File: config.mk
export PLATFORM = sky130hd
export DESIGN_NAME = sac_ctrl_flat
export DESIGN_NICKNAME = d
export VERILOG_FILES = /design/src/sac_pkg.sv /design/src/sac_link_if.sv /design/src/sac_ctrl.sv /design/src/flat_wrapper.sv
export SDC_FILE = /design/constraint.sdc
export NUM_CORES = 1
export LEC_CHECK = 0
export BUFFER_PORTS_ARGS = -buffer_cell sky130_fd_sc_hd__buf_2
export CORE_MARGIN = 2
export CORE_UTILIZATION = 50
export DETAILED_ROUTE_END_ITERATION = 7
export HOLD_SLACK_MARGIN = 0.15
export PLACE_DENSITY = 0.84
export SLEW_MARGIN = 20
export SYNTH_ARGS = -nofsm -noshare
export SYNTH_HDL_FRONTEND = slang
export SYNTH_SLANG_ARGS = --single-unit
File: constraint.sdc
create_clock -name clk_i -period 2.8 [get_ports clk_i]
set_input_delay 0.28 -clock clk_i [delete_from_list [all_inputs] [get_ports clk_i]]
set_output_delay 0.28 -clock clk_i [all_outputs]
set_load 0.1 [all_outputs]
File: src/sac_pkg.sv
// Shared constants for the step attenuator control link
package sac_pkg;
  localparam int unsigned CODE_W    = 6;
  localparam logic [5:0]  ATTEN_MAX = 6'h3f;   // Power-up code, full attenuation
  localparam logic [5:0]  ATTEN_MIN = 6'h00;
  localparam int unsigned CLK_MHZ   = 250;
  // Least times in ns, with cycle counts rounded up
  localparam int unsigned T_SETUP_NS   = 10;
  localparam int unsigned T_MODE_NS    = 100;
  localparam int unsigned T_LEW_NS     = 30;
  localparam int unsigned SETUP_CYC    = (T_SETUP_NS * CLK_MHZ + 999) / 1000;
  localparam int unsigned MODE_CYC     = (T_MODE_NS * CLK_MHZ + 999) / 1000;
  localparam int unsigned LEW_CYC      = (T_LEW_NS * CLK_MHZ + 999) / 1000;
  // Controller Wishbone register offsets
  localparam logic [3:0]  REG_CTRL   = 4'h0;  // [0] start, [1] parallel mode, [2] latched
  localparam logic [3:0]  REG_CODE   = 4'h4;  // [5:0] code to send
  localparam logic [3:0]  REG_STATUS = 4'h8;  // [0] busy
  localparam int unsigned CTRL_START = 0;
  localparam int unsigned CTRL_PAR   = 1;
  localparam int unsigned CTRL_LATCH = 2;
  localparam int unsigned HALF_CYC   = 6;       // Serial clock half period, less one, in clk cycles
endpackage

File: src/sac_link_if.sv
// Pin-level link between attenuator device and its controller
`timescale 1ns/1ns
`default_nettype none
interface sac_link_if;
  logic       interface_select_pin;  // High serial, low parallel
  logic       latch_strobe;
  logic       ser_clk;
  logic       ser_data;
  logic [5:0] par_code;              // [5] atten_bit_16db ... [0] atten_bit_half_db
  modport device (input interface_select_pin, input latch_strobe, input ser_clk,
                  input ser_data, input par_code);
  modport ctrl   (output interface_select_pin, output latch_strobe, output ser_clk,
                  output ser_data, output par_code);
endinterface
`default_nettype wire

File: src/sac_ctrl.sv
// Wishbone-driven controller that programs the attenuator pins
//
// Added by the designer: the Wishbone interface to the registers and the placing of the registers.
`timescale 1ns/1ns
`default_nettype none
module sac_ctrl
(
  input  wire logic        clk_i,
  input  wire logic        rst_i,
  input  wire logic        wb_cyc_i,
  input  wire logic        wb_stb_i,
  input  wire logic        wb_we_i,
  input  wire logic [3:0]  wb_adr_i,
  input  wire logic [31:0] wb_dat_i,
  input  wire logic [3:0]  wb_sel_i,
  output logic [31:0]      wb_dat_o,
  output logic             wb_ack_o,
  sac_link_if.ctrl         link
);
  typedef enum logic [4:0] {
    ST_IDLE  = 5'b00001,
    ST_SETUP = 5'b00010,
    ST_CLKLO = 5'b00100,
    ST_CLKHI = 5'b01000,
    ST_LATCH = 5'b10000
  } sac_state_e;

  sac_state_e state;
  logic [2:0] ctrl;
  logic [5:0] code;
  logic [2:0] bit_cnt;
  logic [7:0] tmr;
  logic       wr;
  logic       start;

  assign wr    = wb_cyc_i & wb_stb_i & wb_we_i & ~wb_ack_o & wb_sel_i[0];
  assign start = wr && wb_adr_i == sac_pkg::REG_CTRL && wb_dat_i[sac_pkg::CTRL_START]
                 && state == ST_IDLE;

  // Bus ack, one cycle after request, read data
  always_ff @(posedge clk_i)
  begin
    if (rst_i)
    begin
      wb_ack_o <= 1'b0;
      wb_dat_o <= 32'h0;
    end
    else
    begin
      wb_ack_o <= wb_cyc_i & wb_stb_i & ~wb_ack_o;
      unique case (wb_adr_i)
        sac_pkg::REG_CTRL:   wb_dat_o <= {29'h0, ctrl};
        sac_pkg::REG_CODE:   wb_dat_o <= {26'h0, code};
        sac_pkg::REG_STATUS: wb_dat_o <= {31'h0, state != ST_IDLE};
        default:             wb_dat_o <= 32'h0;
      endcase
    end
  end

  // Control and code registers
  always_ff @(posedge clk_i)
  begin
    if (rst_i)
    begin
      ctrl <= 3'h0;
      code <= sac_pkg::ATTEN_MAX;
    end
    else if (wr && state == ST_IDLE)
    begin
      if (wb_adr_i == sac_pkg::REG_CTRL)
        ctrl <= {wb_dat_i[2:1], 1'b0};
      if (wb_adr_i == sac_pkg::REG_CODE)
        code <= wb_dat_i[5:0];
    end
  end

  // Pin sequencer
  always_ff @(posedge clk_i)
  begin
    if (rst_i)
    begin
      state                     <= ST_IDLE;
      bit_cnt                   <= 3'h0;
      tmr                       <= 8'h0;
      link.interface_select_pin <= 1'b1;
      link.latch_strobe         <= 1'b1;
      link.ser_clk              <= 1'b0;
      link.ser_data             <= 1'b0;
      link.par_code             <= 6'h0;
    end
    else
    begin
      unique case (state)
        ST_IDLE:
          if (start)
          begin
            link.interface_select_pin <= ~wb_dat_i[sac_pkg::CTRL_PAR];
            tmr     <= 8'(sac_pkg::MODE_CYC);
            bit_cnt <= 3'h0;
            if (wb_dat_i[sac_pkg::CTRL_PAR])
            begin
              link.par_code     <= code;
              link.latch_strobe <= ~wb_dat_i[sac_pkg::CTRL_LATCH];
            end
            else
            begin
              link.par_code     <= 6'h0;
              link.latch_strobe <= 1'b0;
            end
            state <= ST_SETUP;
          end
        ST_SETUP:
          if (tmr != 8'h0)
            tmr <= tmr - 8'h1;
          else if (!link.interface_select_pin)
          begin
            tmr               <= 8'(sac_pkg::LEW_CYC);
            link.latch_strobe <= 1'b1;
            state             <= ST_LATCH;
          end
          else
          begin
            link.ser_data <= code[3'h5 - bit_cnt];
            tmr           <= 8'(sac_pkg::HALF_CYC);
            state         <= ST_CLKLO;
          end
        ST_CLKLO:
          if (tmr != 8'h0)
            tmr <= tmr - 8'h1;
          else
          begin
            link.ser_clk <= 1'b1;
            tmr          <= 8'(sac_pkg::HALF_CYC);
            state        <= ST_CLKHI;
          end
        ST_CLKHI:
          if (tmr != 8'h0)
            tmr <= tmr - 8'h1;
          else
          begin
            link.ser_clk <= 1'b0;
            tmr          <= 8'(sac_pkg::HALF_CYC);
            if (bit_cnt == 3'h5)
            begin
              link.latch_strobe <= 1'b1;
              state             <= ST_LATCH;
            end
            else
            begin
              bit_cnt       <= bit_cnt + 3'h1;
              link.ser_data <= code[3'h4 - bit_cnt];
              state         <= ST_CLKLO;
            end
          end
        ST_LATCH:
          if (tmr != 8'h0)
            tmr <= tmr - 8'h1;
          else
          begin
            link.interface_select_pin <= 1'b1;
            link.par_code             <= 6'h0;
            state                     <= ST_IDLE;
          end
      endcase
    end
  end
endmodule
`default_nettype wire

File: src/flat_wrapper.sv
// flat-port wrapper written by rule: the top's interface ports become plain ports
module sac_ctrl_flat 
  (clk_i, rst_i, wb_cyc_i, wb_stb_i, wb_we_i, wb_adr_i, wb_dat_i, wb_sel_i, wb_dat_o, wb_ack_o, link_interface_select_pin, link_latch_strobe, link_ser_clk, link_ser_data, link_par_code);
  sac_link_if link_i ();
  input  wire logic clk_i;
  input  wire logic rst_i;
  input  wire logic wb_cyc_i;
  input  wire logic wb_stb_i;
  input  wire logic wb_we_i;
  input  wire logic [3:0] wb_adr_i;
  input  wire logic [31:0] wb_dat_i;
  input  wire logic [3:0] wb_sel_i;
  output logic [31:0] wb_dat_o;
  output logic wb_ack_o;
  output wire logic [$bits(link_i.interface_select_pin)-1:0] link_interface_select_pin;
  output wire logic [$bits(link_i.latch_strobe)-1:0] link_latch_strobe;
  output wire logic [$bits(link_i.ser_clk)-1:0] link_ser_clk;
  output wire logic [$bits(link_i.ser_data)-1:0] link_ser_data;
  output wire logic [$bits(link_i.par_code)-1:0] link_par_code;
  assign link_interface_select_pin = link_i.interface_select_pin;
  assign link_latch_strobe = link_i.latch_strobe;
  assign link_ser_clk = link_i.ser_clk;
  assign link_ser_data = link_i.ser_data;
  assign link_par_code = link_i.par_code;
  sac_ctrl u_core (.clk_i(clk_i), .rst_i(rst_i), .wb_cyc_i(wb_cyc_i), .wb_stb_i(wb_stb_i), .wb_we_i(wb_we_i), .wb_adr_i(wb_adr_i), .wb_dat_i(wb_dat_i), .wb_sel_i(wb_sel_i), .wb_dat_o(wb_dat_o), .wb_ack_o(wb_ack_o), .link(link_i));
endmodule
# Word-level counts from Yosys, hierarchy flattened

Index checks and enable logic that the tools add are counted.

Register bits after elaboration: 67
Latch bits: 0
Bits in writable memories: 0
Bits in read-only memories: 0
Bits of input ports: 45
Output and inout port bits: 43
Word-level logic and storage cells: 110
Memories kept: 0

Add/subtract/negate cells: 4
Multipliers: 0
Divide/modulo/power cells: 0
$lt $le $gt $ge: 2
Equal/unequal tests: 19
Shift operators: 0
Multiplexer cells: 44
Bitwise operators: 8
Reductions and logical operators: 21

Operators with widths:

| operator                                                   | number |
|---|---|
| 2-to-1 mux 5 bit                                           | 7 |
| 2-to-1 mux 8 bit                                           | 4 |
| one-hot mux 8 bit (4 select lines)                         | 1 |
| one-hot mux 5 bit (5 select lines)                         | 1 |
| 2-to-1 mux 6 bit                                           | 3 |
| one-hot mux 6 bit (3 select lines)                         | 1 |
| 2-to-1 mux 1 bit                                           | 15 |
| != test 2 bit, second input constant                       | 6 |
| one-hot mux 6 bit (2 select lines)                         | 1 |
| AND reduction 5 bit                                        | 2 |
| 2-to-1 mux 3 bit                                           | 3 |
| less-than comparator 3 x 4 -> 1 bit, second input constant | 2 |
| != test 2 x 1 -> 1 bit, second input constant              | 4 |
| nonzero test 2 bit                                         | 4 |
| nonzero test 8 bit                                         | 1 |
| subtractor 8 x 1 -> 8 bit, second input constant           | 1 |
| binary-select mux 1 bit (select 3 bit)                     | 2 |
| one-hot mux 1 bit (2 select lines)                         | 3 |
| one-hot mux 3 bit (2 select lines)                         | 1 |
| AND reduction 2 bit                                        | 3 |
| AND reduction 3 bit                                        | 2 |
| AND reduction 6 bit                                        | 1 |
| subtractor 3 bit, first input constant                     | 2 |
| AND 1 bit                                                  | 5 |
| other kinds (18)                                           | 23 |

# Longest topological paths before layout

Gate-level depths: netlist of run 1.

Word-level depth: 9
Gate-level depth with buffers: 8
Depth with buffers taken out: 7

# Worst setup path after synthesis of run 1

No wires, ideal clock.

Kind: flip-flop to flip-flop
Start point: register, netlist name u_core.wb_ack_o
End point: register u_core.link.ser_data
Library setup time: 121 ps
Arrival: 2047 ps
Data required time: 2679 ps
Path slack: 631 ps
Cell stages (with the launch flop): 6
Buffers on the path: 0
Period minus slack after synthesis: 2169 ps
Cells stage by stage: dfxtp_1 -> and3b_1 -> and4_1 -> nor2_1 -> or3_4 -> mux2_4

RTL lines:

| element              | line              | source |
|---|---|---|
| to (signal assigned) | sac_ctrl.sv:123   | `link.ser_data <= code[3'h5 - bit_cnt];` |
| to (signal assigned) | sac_ctrl.sv:151   | `link.ser_data <= code[3'h4 - bit_cnt];` |
| to (decl)            | sac_link_if.sv:13 | `output ser_data, output par_code);` |

# Worst setup path after layout of run 1

Start point: register u_core.tmr[0]
End point: register u_core.bit_cnt[1]

Word-level cells in the longest chain between the ends: 3

Ends and longest elaborated chain:

| element                       | line            | source |
|---|---|---|
| from (decl)                   | sac_ctrl.sv:32  | `logic [7:0] tmr;` |
| from (signal assigned)        | sac_ctrl.sv:98  | `tmr <= 8'(sac_pkg::MODE_CYC);` |
| from (signal assigned)        | sac_ctrl.sv:114 | `tmr <= tmr - 8'h1;` |
| from (signal assigned)        | sac_ctrl.sv:117 | `tmr <= 8'(sac_pkg::LEW_CYC);` |
| nonzero test 8 bit            | sac_ctrl.sv:137 | `if (tmr != 8'h0)` |
| != test 2 bit (no line)       | -               |  |
| AND reduction 4 bit (no line) | -               |  |
| to (signal assigned)          | sac_ctrl.sv:150 | `bit_cnt <= bit_cnt + 3'h1;` |
| to (decl)                     | sac_ctrl.sv:31  | `logic [2:0] bit_cnt;` |

Every way passes these cells.
A chain may end at the register's enable or synchronous reset.

==> results.txt, run 1 <==
----------------------------------------------------
[Run status]
  Result of the run ... finished clean

[Yosys]
  Per-instance average area after synthesis ... roughly 8.6 sq um
  Fraction of post-synthesis cell area in the top cell type by area ... 33.1%
  Area fraction in and, or, nand and nor cells after synthesis ... 28.0%
  Most area-consuming cells after synthesis ... sky130_fd_sc_hd__dfxtp_1 33%, sky130_fd_sc_hd__buf_4 8.5%, sky130_fd_sc_hd__nand2_1 4.5%
  Post-synthesis instance area ... 0.00248 sq mm
  Register bit total from synthesis ... 41
  Largest area contributor in the netlist ... sky130_fd_sc_hd__dfxtp_1
  Main combinational cell family by area after synthesis ... simple AND/OR/NAND/NOR gates
  Yosys warns ... 0
  Multiplexer fraction of the synthesized cell area ... 5.70%
  Share of the synthesized netlist area taken by xor and xnor gates ... 1.06%
  Library cells used by synthesis ... 56
  Most numerous cell in the Yosys netlist ... sky130_fd_sc_hd__dfxtp_1
  Fraction of the mapped netlist area in compound gates ... 16.8%
  Flip-flop cell with the highest count after synthesis ... sky130_fd_sc_hd__dfxtp_1
  Synth cell count leaders ... 41 x sky130_fd_sc_hd__dfxtp_1, 30 x sky130_fd_sc_hd__nand2_1, 28 x sky130_fd_sc_hd__buf_4
  Post-Synth Adder-Cell Area ... 2.52%
  Synth Instances ... 290
  Sequential fraction of the synthesis area ... 33.1%
  Async set-or-reset flop fraction in the synthesized netlist ... 0%
  Number of synthesized flops with an enable pin ... 0

[Pwr]
  Reported leakage power ... 1.06 nW
  Worst ir drop on vdd ... 354 uV
  Switching portion of total power ... 38.7%
  Portion of total power attributed to sequential cells ... 40.4%
  Power density cells ... 600 mW/mm^2
  Cell internal power dissipation ... 977 uW
  Clk network pwr share ... 29.9%
  Relative contribution of combinational cells to total power ... 29.7%
  Tot Pwr ... 1.59 mW
  Switching power total ... 617 uW

[CTS]
  Maximum number of buffers from clock root to sink ... 2
  Post-CTS Setup Repair Bufs ... 0
  Hold bufs inserted after CTS ... 0
  CTS H-tree lvls ... 2
  Clock Root Buffer ... sky130_fd_sc_hd__clkbuf_8
  Number of buffers added by the clock tree synthesis step ... 5
  Total clock sinks ... 41
  Post-cts repair resize count ... 0
  Clock slew at reported path FFs ... ~0.08 ns
  Source-to-sink clock delay at the later pin of the worst-skew pair ... just under 0.3 ns
  Clock tree from TritonCTS ... built

[Die]
  Io pins ... 88
  Area of the die ... about 0.0055 sq mm
  Std cell rows ... 25
  Die Span X ... 74.5 um
  Die boundary height ... 74.5 um
  Effective utilization at floorplan ... 52.2%
  Core area ... approximately 0.0048 sq mm

[STA]
  Minimum hold slack ... 0.183 ns
  Number of max-slew violations in the final report ... 0
  Setup TNS ... 0 ns
  Final critical path time including I/O delays and setup ... between 2 and 2.5 ns
  Number of endpoints with negative hold slack in the final report ... 0
  Setup Skew ... 0.00897 ns
  Slew margin rel. ... 51.6%
  RSZ-0062 raised after global routing ... false
  Pin slew with the least headroom to its limit ... 0.726 ns
  Fin crit share ... approximately 85%
  Maximum clock frequency ... 0.422 GHz
  Number of endpoints failing setup at the final stage ... 0

[Finish]
  Share of cells above drive strength 1 ... 17.1%
  Area growth from synthesis to final layout ... 7.06%
  Fill cells ... 436
  Post-layout util ... 55.9%
  Total Nets Final ... 365
  Non-Filler Cell Area, Final ... 0.00266 sq mm
  Ant diodes ... 0

[Setup path]
  Type of origin of the critical path ... register
  Cell type of the slowest stage on the worst timing path ... sky130_fd_sc_hd__o32ai_1
  Crit-path max FO ... 9
  Arrival time reported for the critical path endpoint ... 2.59 ns
  Data required time at the worst endpoint ... 3.02 ns
  CP Capture Type ... register
  Startpoint-to-endpoint class of the critical path ... register to register
  Ordered list of cells on the worst path ... inv_1, ha_1, nor3b_2, nand4_1, o32ai_1, mux2_2, nor2_1
  Count of buffering cells on the critical path with inverters included ... 1
  CP delay by family, top ... simple AND/OR/NAND/NOR gates
  Max incr delay on CP ... 0.60 ns

[Global route]
  Met1 Resource Use GR ... a little over a quarter
  Grt ovf ... 0
  Most used routing layer ... met2
  Vias in the first global route ... 1828
  First-pass GRT wire length ... 8510 um
  Met2 Track Usage GR ... 31.3%
  Routing usage on met3 ... 5.01%
  Number of antenna violations at the first check in global routing ... 0
  Tot GR Track Use ... 19.9%
  Largest net degree at the start of global routing ... 43

[Placement]
  Count of input and output buffers ... 32
  Placement Cell Area ... 0.00254 sq mm
  Final weighted congestion in routability-driven placement ... 0.883
  Final HPWL DP ... 3820 um

[Detailed routing]
  Via density ... 5.55
  Iter 0 DRT Violations ... roughly 160
  Total routed wirelength ... roughly 5300 um
  Count of antenna-violating nets left after detailed routing ... 0
  First-pass iteration count of the detailed router ... 5
  Routed wire per std cell ... roughly 14 um
  Number of DRC violations after detailed routing ... 0
  Via Count ... 2126

[Min path]
  Worst hold path type ... primary input to register

[Flow run]
  Maximum capacitance violations ... 0

----------------------------------------------------
-- power groups by stage --
stage / registers, mW / clock network (mW) / logic [mW]
floorplan: 0.677 / 0 / 0.404
global placement: 0.655 / 0 / 0.463
detailed placement: 0.657 / 0 / 0.467
CTS: 0.643 / 0.488 / 0.468
global route: 0.648 / 0.517 / 0.509
finish: 0.644 / 0.477 / 0.474
-- metrics by stage --
step	worst slack [ns]	cells
finish	0.429	383
floorplan	0.631	315
global route	0.270	383
global placement	0.470	375
detailed placement	0.439	375
CTS	0.426	383
-- kinds of logic (layout without fill, tap and decap cells) --
| kind of cell | Yosys count | after routing |
|---|---|---|
| AND/OR/NAND/NOR | 117 | 117 |
| AO/OA/AOI/OAI | 63 | 63 |
| buffers and inverters | 49 | 50 |
| flip-flops | 41 | 41 |
| multiplexers | 11 | 11 |
| adder cells (fa/ha/maj) | 5 | 5 |
| XOR/XNOR | 3 | 3 |
| other | 1 | 26 |
-- area by class of cell --
class	count	area (sq um)	share of cell area (%)
multi-input cells	225	1440	54.2
flip-flops and latches	41	821	30.9
repair buffers	32	160	6.03
well taps	67	83.8	3.15
clock buffers	5	68.8	2.59
clock inverters	3	46.3	1.74
inverters	10	37.5	1.41
-- metal layers --
metal	wire, um	up-vias
li1	-	1039
met1	2340	999
met2	2570	86
met3	359	2
met4	31	0
met5	0	-
-- path summary, 6_finish.rpt --
| path | startpoint | to | slack [ns] | depth (start not counted) |
|---|---|---|---|---|
| min | wb_dat_i[5] | u_core.code[5] | 0.18 | 2 |
| max | u_core.tmr[0] | u_core.bit_cnt[1] | 0.43 | 7 |
| max reg2reg | u_core.tmr[0] | u_core.bit_cnt[1] | 0.43 | 7 |
| min reg2reg | u_core.link.par_code[4] | u_core.link.par_code[4] | 0.46 | 2 |
-- sequential cells by signal, summed over array words and instances, names as in the netlist, 2 cells and up --
register and flops:
u_core.bit_cnt 3, u_core.code 6, u_core.ctrl 2, u_core.link.par_code 6, u_core.state 5, u_core.tmr 8
u_core.wb_dat_o 6
-- placed cells by master, fill, tap and decap left out, drive strengths merged, types with 4 or more instances in the layout --
master,netlist,layout
dfxtp,41,41
buf,34,32
nand2,30,30
conb,1,26
a21oi,20,20
nor2,16,16
nand3,11,11
o21ai,11,11
inv,10,10
nor2b,9,9
nor3,8,8
and2,7,7
mux2i,7,7
a211o,7,7
nor4,7,7
nand2b,6,6
ha,5,5
clkbuf,5,5
o32ai,4,4
nand3b,4,4
a31oi,4,4
Power figures use the tool's default switching activity.
==> run 2, diff against run 1 <==
--- a/config.mk
+++ b/config.mk
@@ -7,10 +7,10 @@
 export LEC_CHECK = 0
 export BUFFER_PORTS_ARGS = -buffer_cell sky130_fd_sc_hd__buf_2
 export CORE_MARGIN = 2
-export CORE_UTILIZATION = 50
+export CORE_UTILIZATION = 45
 export DETAILED_ROUTE_END_ITERATION = 7
 export HOLD_SLACK_MARGIN = 0.15
-export PLACE_DENSITY = 0.84
+export PLACE_DENSITY = 0.8
 export SLEW_MARGIN = 20
 export SYNTH_ARGS = -nofsm -noshare
 export SYNTH_HDL_FRONTEND = slang
==> constraint.sdc (replaced) <==
create_clock -name clk_i -period 2.1 [get_ports clk_i]
set_input_delay 0.21 -clock clk_i [delete_from_list [all_inputs] [get_ports clk_i]]
set_output_delay 0.21 -clock clk_i [all_outputs]
set_load 0.1 [all_outputs]
==> run 2 against run 1 <==
- wire length up 5.1%
- via count grew 1.9%
- maximum frequency increased by 17%
- sequential share of layout area decreased by 1.9 points
- utilization decreased by 3.3 points
- largest cell class unchanged
==> results.txt, run 2 (synthesis results as in run 1) <==
----------------------------------------------------
[Finish]
  Total Nets Final ... 386 (was 365)
  Area growth from synthesis to final layout ... 14.6% (was 7.06%)
  Most common library cell in the layout ignoring fill and taps ... sky130_fd_sc_hd__dfxtp_1 (unchanged)
  Fill cells ... 526 (was 436)
  Share of cells above drive strength 1 ... 22.3% (was 17.1%)
  Register name with the most flops ... u_core.tmr (unchanged)
  Final std cells w/o fill ... 409 (was 383)
  Non-Filler Cell Area, Final ... 0.00284 sq mm (was 0.00266 sq mm)
  Number of flip-flops in the largest register ... 8 (unchanged)
  Commonest non-fill, non-tap cells in the layout ... 38 x sky130_fd_sc_hd__dfxtp_1, 32 x sky130_fd_sc_hd__buf_2, 30 x sky130_fd_sc_hd__nand2_1 (was 41 x sky130_fd_sc_hd__dfxtp_1, 32 x sky130_fd_sc_hd__buf_2, 30 x sky130_fd_sc_hd__nand2_1)
  Ant diodes ... 0 (unchanged)

[Placement]
  Final weighted congestion in routability-driven placement ... 0.912 (was 0.883)
  Count of input and output buffers ... 32 (unchanged)
  Cells after DPL ... 393 (was 375)
  Final HPWL DP ... 4040 um (was 3820 um)
  Placement Cell Area ... 0.00265 sq mm (was 0.00254 sq mm)

[Detailed routing]
  Via density ... 5.30 (was 5.55)
  Via Count ... 2167 (was 2126)
  Total routed wirelength ... 5570 um (was 5300 um)
  First-pass iteration count of the detailed router ... 5 (unchanged)
  Count of antenna-violating nets left after detailed routing ... 0 (unchanged)
  Number of DRC violations after detailed routing ... 0 (unchanged)
  Iter 0 DRT Violations ... 226 (was 159)
  Routed wire per std cell ... 13.6 um (was 13.8 um)

[Pwr]
  Clk network pwr share ... 25.3% (was 29.9%)
  Tot Pwr ... 2.08 mW (was 1.59 mW)
  Relative contribution of combinational cells to total power ... 34.0% (was 29.7%)
  Worst ir drop on vdd ... 388 uV (was 354 uV)
  Switching portion of total power ... 40.8% (was 38.7%)
  Power density cells ... 732 mW/mm^2 (was 600 mW/mm^2)
  Switching power total ... 850 uW (was 617 uW)
  Cell internal power dissipation ... 1.23 mW (was 977 uW)
  Portion of total power attributed to sequential cells ... 40.8% (was 40.4%)
  Reported leakage power ... 1.16 nW (was 1.06 nW)

[Setup path]
  Cell type of the slowest stage on the worst timing path ... sky130_fd_sc_hd__or3_4 (was sky130_fd_sc_hd__o32ai_1)
  Count of buffering cells on the critical path with inverters included ... 1 (unchanged)
  Crit-path max FO ... 6 (was 9)
  Reg2Reg Launch Point ... u_core.tmr[1] (was u_core.tmr[0])
  Critical path launch point ... u_core.tmr[1] (was u_core.tmr[0])
  Startpoint-to-endpoint class of the critical path ... register to register (unchanged)
  CP Capture Type ... register (unchanged)
  Ordered list of cells on the worst path ... inv_1, ha_1, nor3b_4, a21oi_2, a21boi_1, or3_4, mux2_4 (was inv_1, ha_1, nor3b_2, nand4_1, o32ai_1, mux2_2, nor2_1)
  Data required time at the worst endpoint ... 2.30 ns (was 3.02 ns)
  Max incr delay on CP ... 0.41 ns (was 0.60 ns)
  CP delay by family, top ... simple AND/OR/NAND/NOR gates (unchanged)
  Type of origin of the critical path ... register (unchanged)
  Arrival time reported for the critical path endpoint ... 2.22 ns (was 2.59 ns)

[STA]
  Fin crit share ... 96.1% (was 84.7%)
  Number of max-slew violations in the final report ... 0 (unchanged)
  Maximum clock frequency ... 0.495 GHz (was 0.422 GHz)
  Pin slew with the least headroom to its limit ... 0.733 ns (was 0.726 ns)
  Number of endpoints failing setup at the final stage ... 0 (unchanged)
  Slew margin rel. ... 51.1% (was 51.6%)
  Setup Skew ... 0.00711 ns (was 0.00897 ns)
  RSZ-0062 raised after global routing ... true (was false)
  Minimum hold slack ... 0.317 ns (was 0.183 ns)
  Final critical path time including I/O delays and setup ... 2.02 ns (was 2.37 ns)
  Number of endpoints with negative hold slack in the final report ... 0 (unchanged)

[Global route]
  Largest net degree at the start of global routing ... 43 (unchanged)
  Grt ovf ... 0 (unchanged)
  Tot GR Track Use ... 19.1% (was 19.9%)
  Number of antenna violations at the first check in global routing ... 0 (unchanged)
  Vias in the first global route ... 2033 (was 1828)
  First-pass GRT wire length ... 9340 um (was 8510 um)

[CTS]
  Source-to-sink clock delay at the later pin of the worst-skew pair ... 0.30 ns (was 0.29 ns)
  Number of buffers added by the clock tree synthesis step ... 5 (unchanged)
  CTS H-tree lvls ... 2 (unchanged)
  Maximum number of buffers from clock root to sink ... 2 (unchanged)
  Total clock sinks ... 41 (unchanged)
  Clock tree from TritonCTS ... built (unchanged)
  Clock Root Buffer ... sky130_fd_sc_hd__clkbuf_8 (unchanged)
  Clock slew at reported path FFs ... 0.08 ns (about the same)

[Min path]
  Launch instance of the worst min-delay path ... wb_adr_i[2] (was wb_dat_i[5])
  Worst hold path type ... primary input to register (unchanged)

[Die]
  Die boundary height ... 78.3 um (was 74.5 um)
  Std cell rows ... 27 (was 25)
  Die Span X ... 78.3 um (was 74.5 um)
  Area of the die ... 0.00613 sq mm (was 0.00554 sq mm)
  Core area ... 0.00541 sq mm (was 0.00475 sq mm)
  Effective utilization at floorplan ... 45.9% (was 52.2%)
  Io pins ... 88 (unchanged)

[Flow run]
  Maximum capacitance violations ... 0 (unchanged)

[Run status]
  Result of the run ... finished clean (unchanged)

----------------------------------------------------
## run 2: path summary, 6_finish.rpt
kind,to,slack (ns),cells past startpoint
setup / recovery,u_core.link.ser_data,0.08,7
hold / removal,u_core.wb_dat_o[1],0.32,3
setup reg to reg,u_core.link.ser_data,0.08,7
hold reg to reg,u_core.link.par_code[4],0.45,2
## run 2: final cells by class
type	instances	area, sq um	share of cell area [%]
repair buffers	53	335	11.8
well taps	72	90.1	3.17
flip-flops and latches	41	825	29.0
multi-input cells	225	1470	51.5
clock buffers	5	68.8	2.42
clock inverters	3	22.5	0.792
inverters	10	37.5	1.32
## run 2: tightest hold or removal path: stages
cell and delay (ns):
sky130_fd_sc_hd__buf_2 0.16, sky130_fd_sc_hd__mux2i_1 0.15, sky130_fd_sc_hd__nor3_1 0.05
## run 2: power groups by stage
stage               Sequential, mW  Clock [mW]  Combinational, mW
finish                       0.848       0.526              0.707
global route                 0.852       0.581              0.761
CTS                          0.847       0.538              0.693
detailed placement           0.865           0              0.676
global placement             0.864           0              0.668
floorplan                    0.903           0              0.538
## run 2: through the flow
stage	utilization (%)	setup WS, ns	setup TNS [ns]
floorplan	-	0.0669	0
global placement	49.0	0.0686	0
detailed placement	49.0	-0.0254	-0.0254
CTS	51.9	0.0171	0
global route	52.6	-0.0152	-0.0152
finish	52.6	0.0809	0
## run 2: timing repair
item	in CTS	in global routing
buffers inserted	0	1
hold buffers	6	1
endpoints found under the setup margin	3	7
gates resized for setup	1	6
pin swaps	0	2
endpoints found under the hold margin	7	1
## run 2: layer usage
metal / wire, um / global-route usage [%] / up-vias
met5: 0 / 0 / -
met4: 136 / 8.42 / 0
met3: 270 / 4.48 / 14
met2: 2750 / 32.4 / 69
met1: 2410 / 23.1 / 1010
li1: - / - / 1074
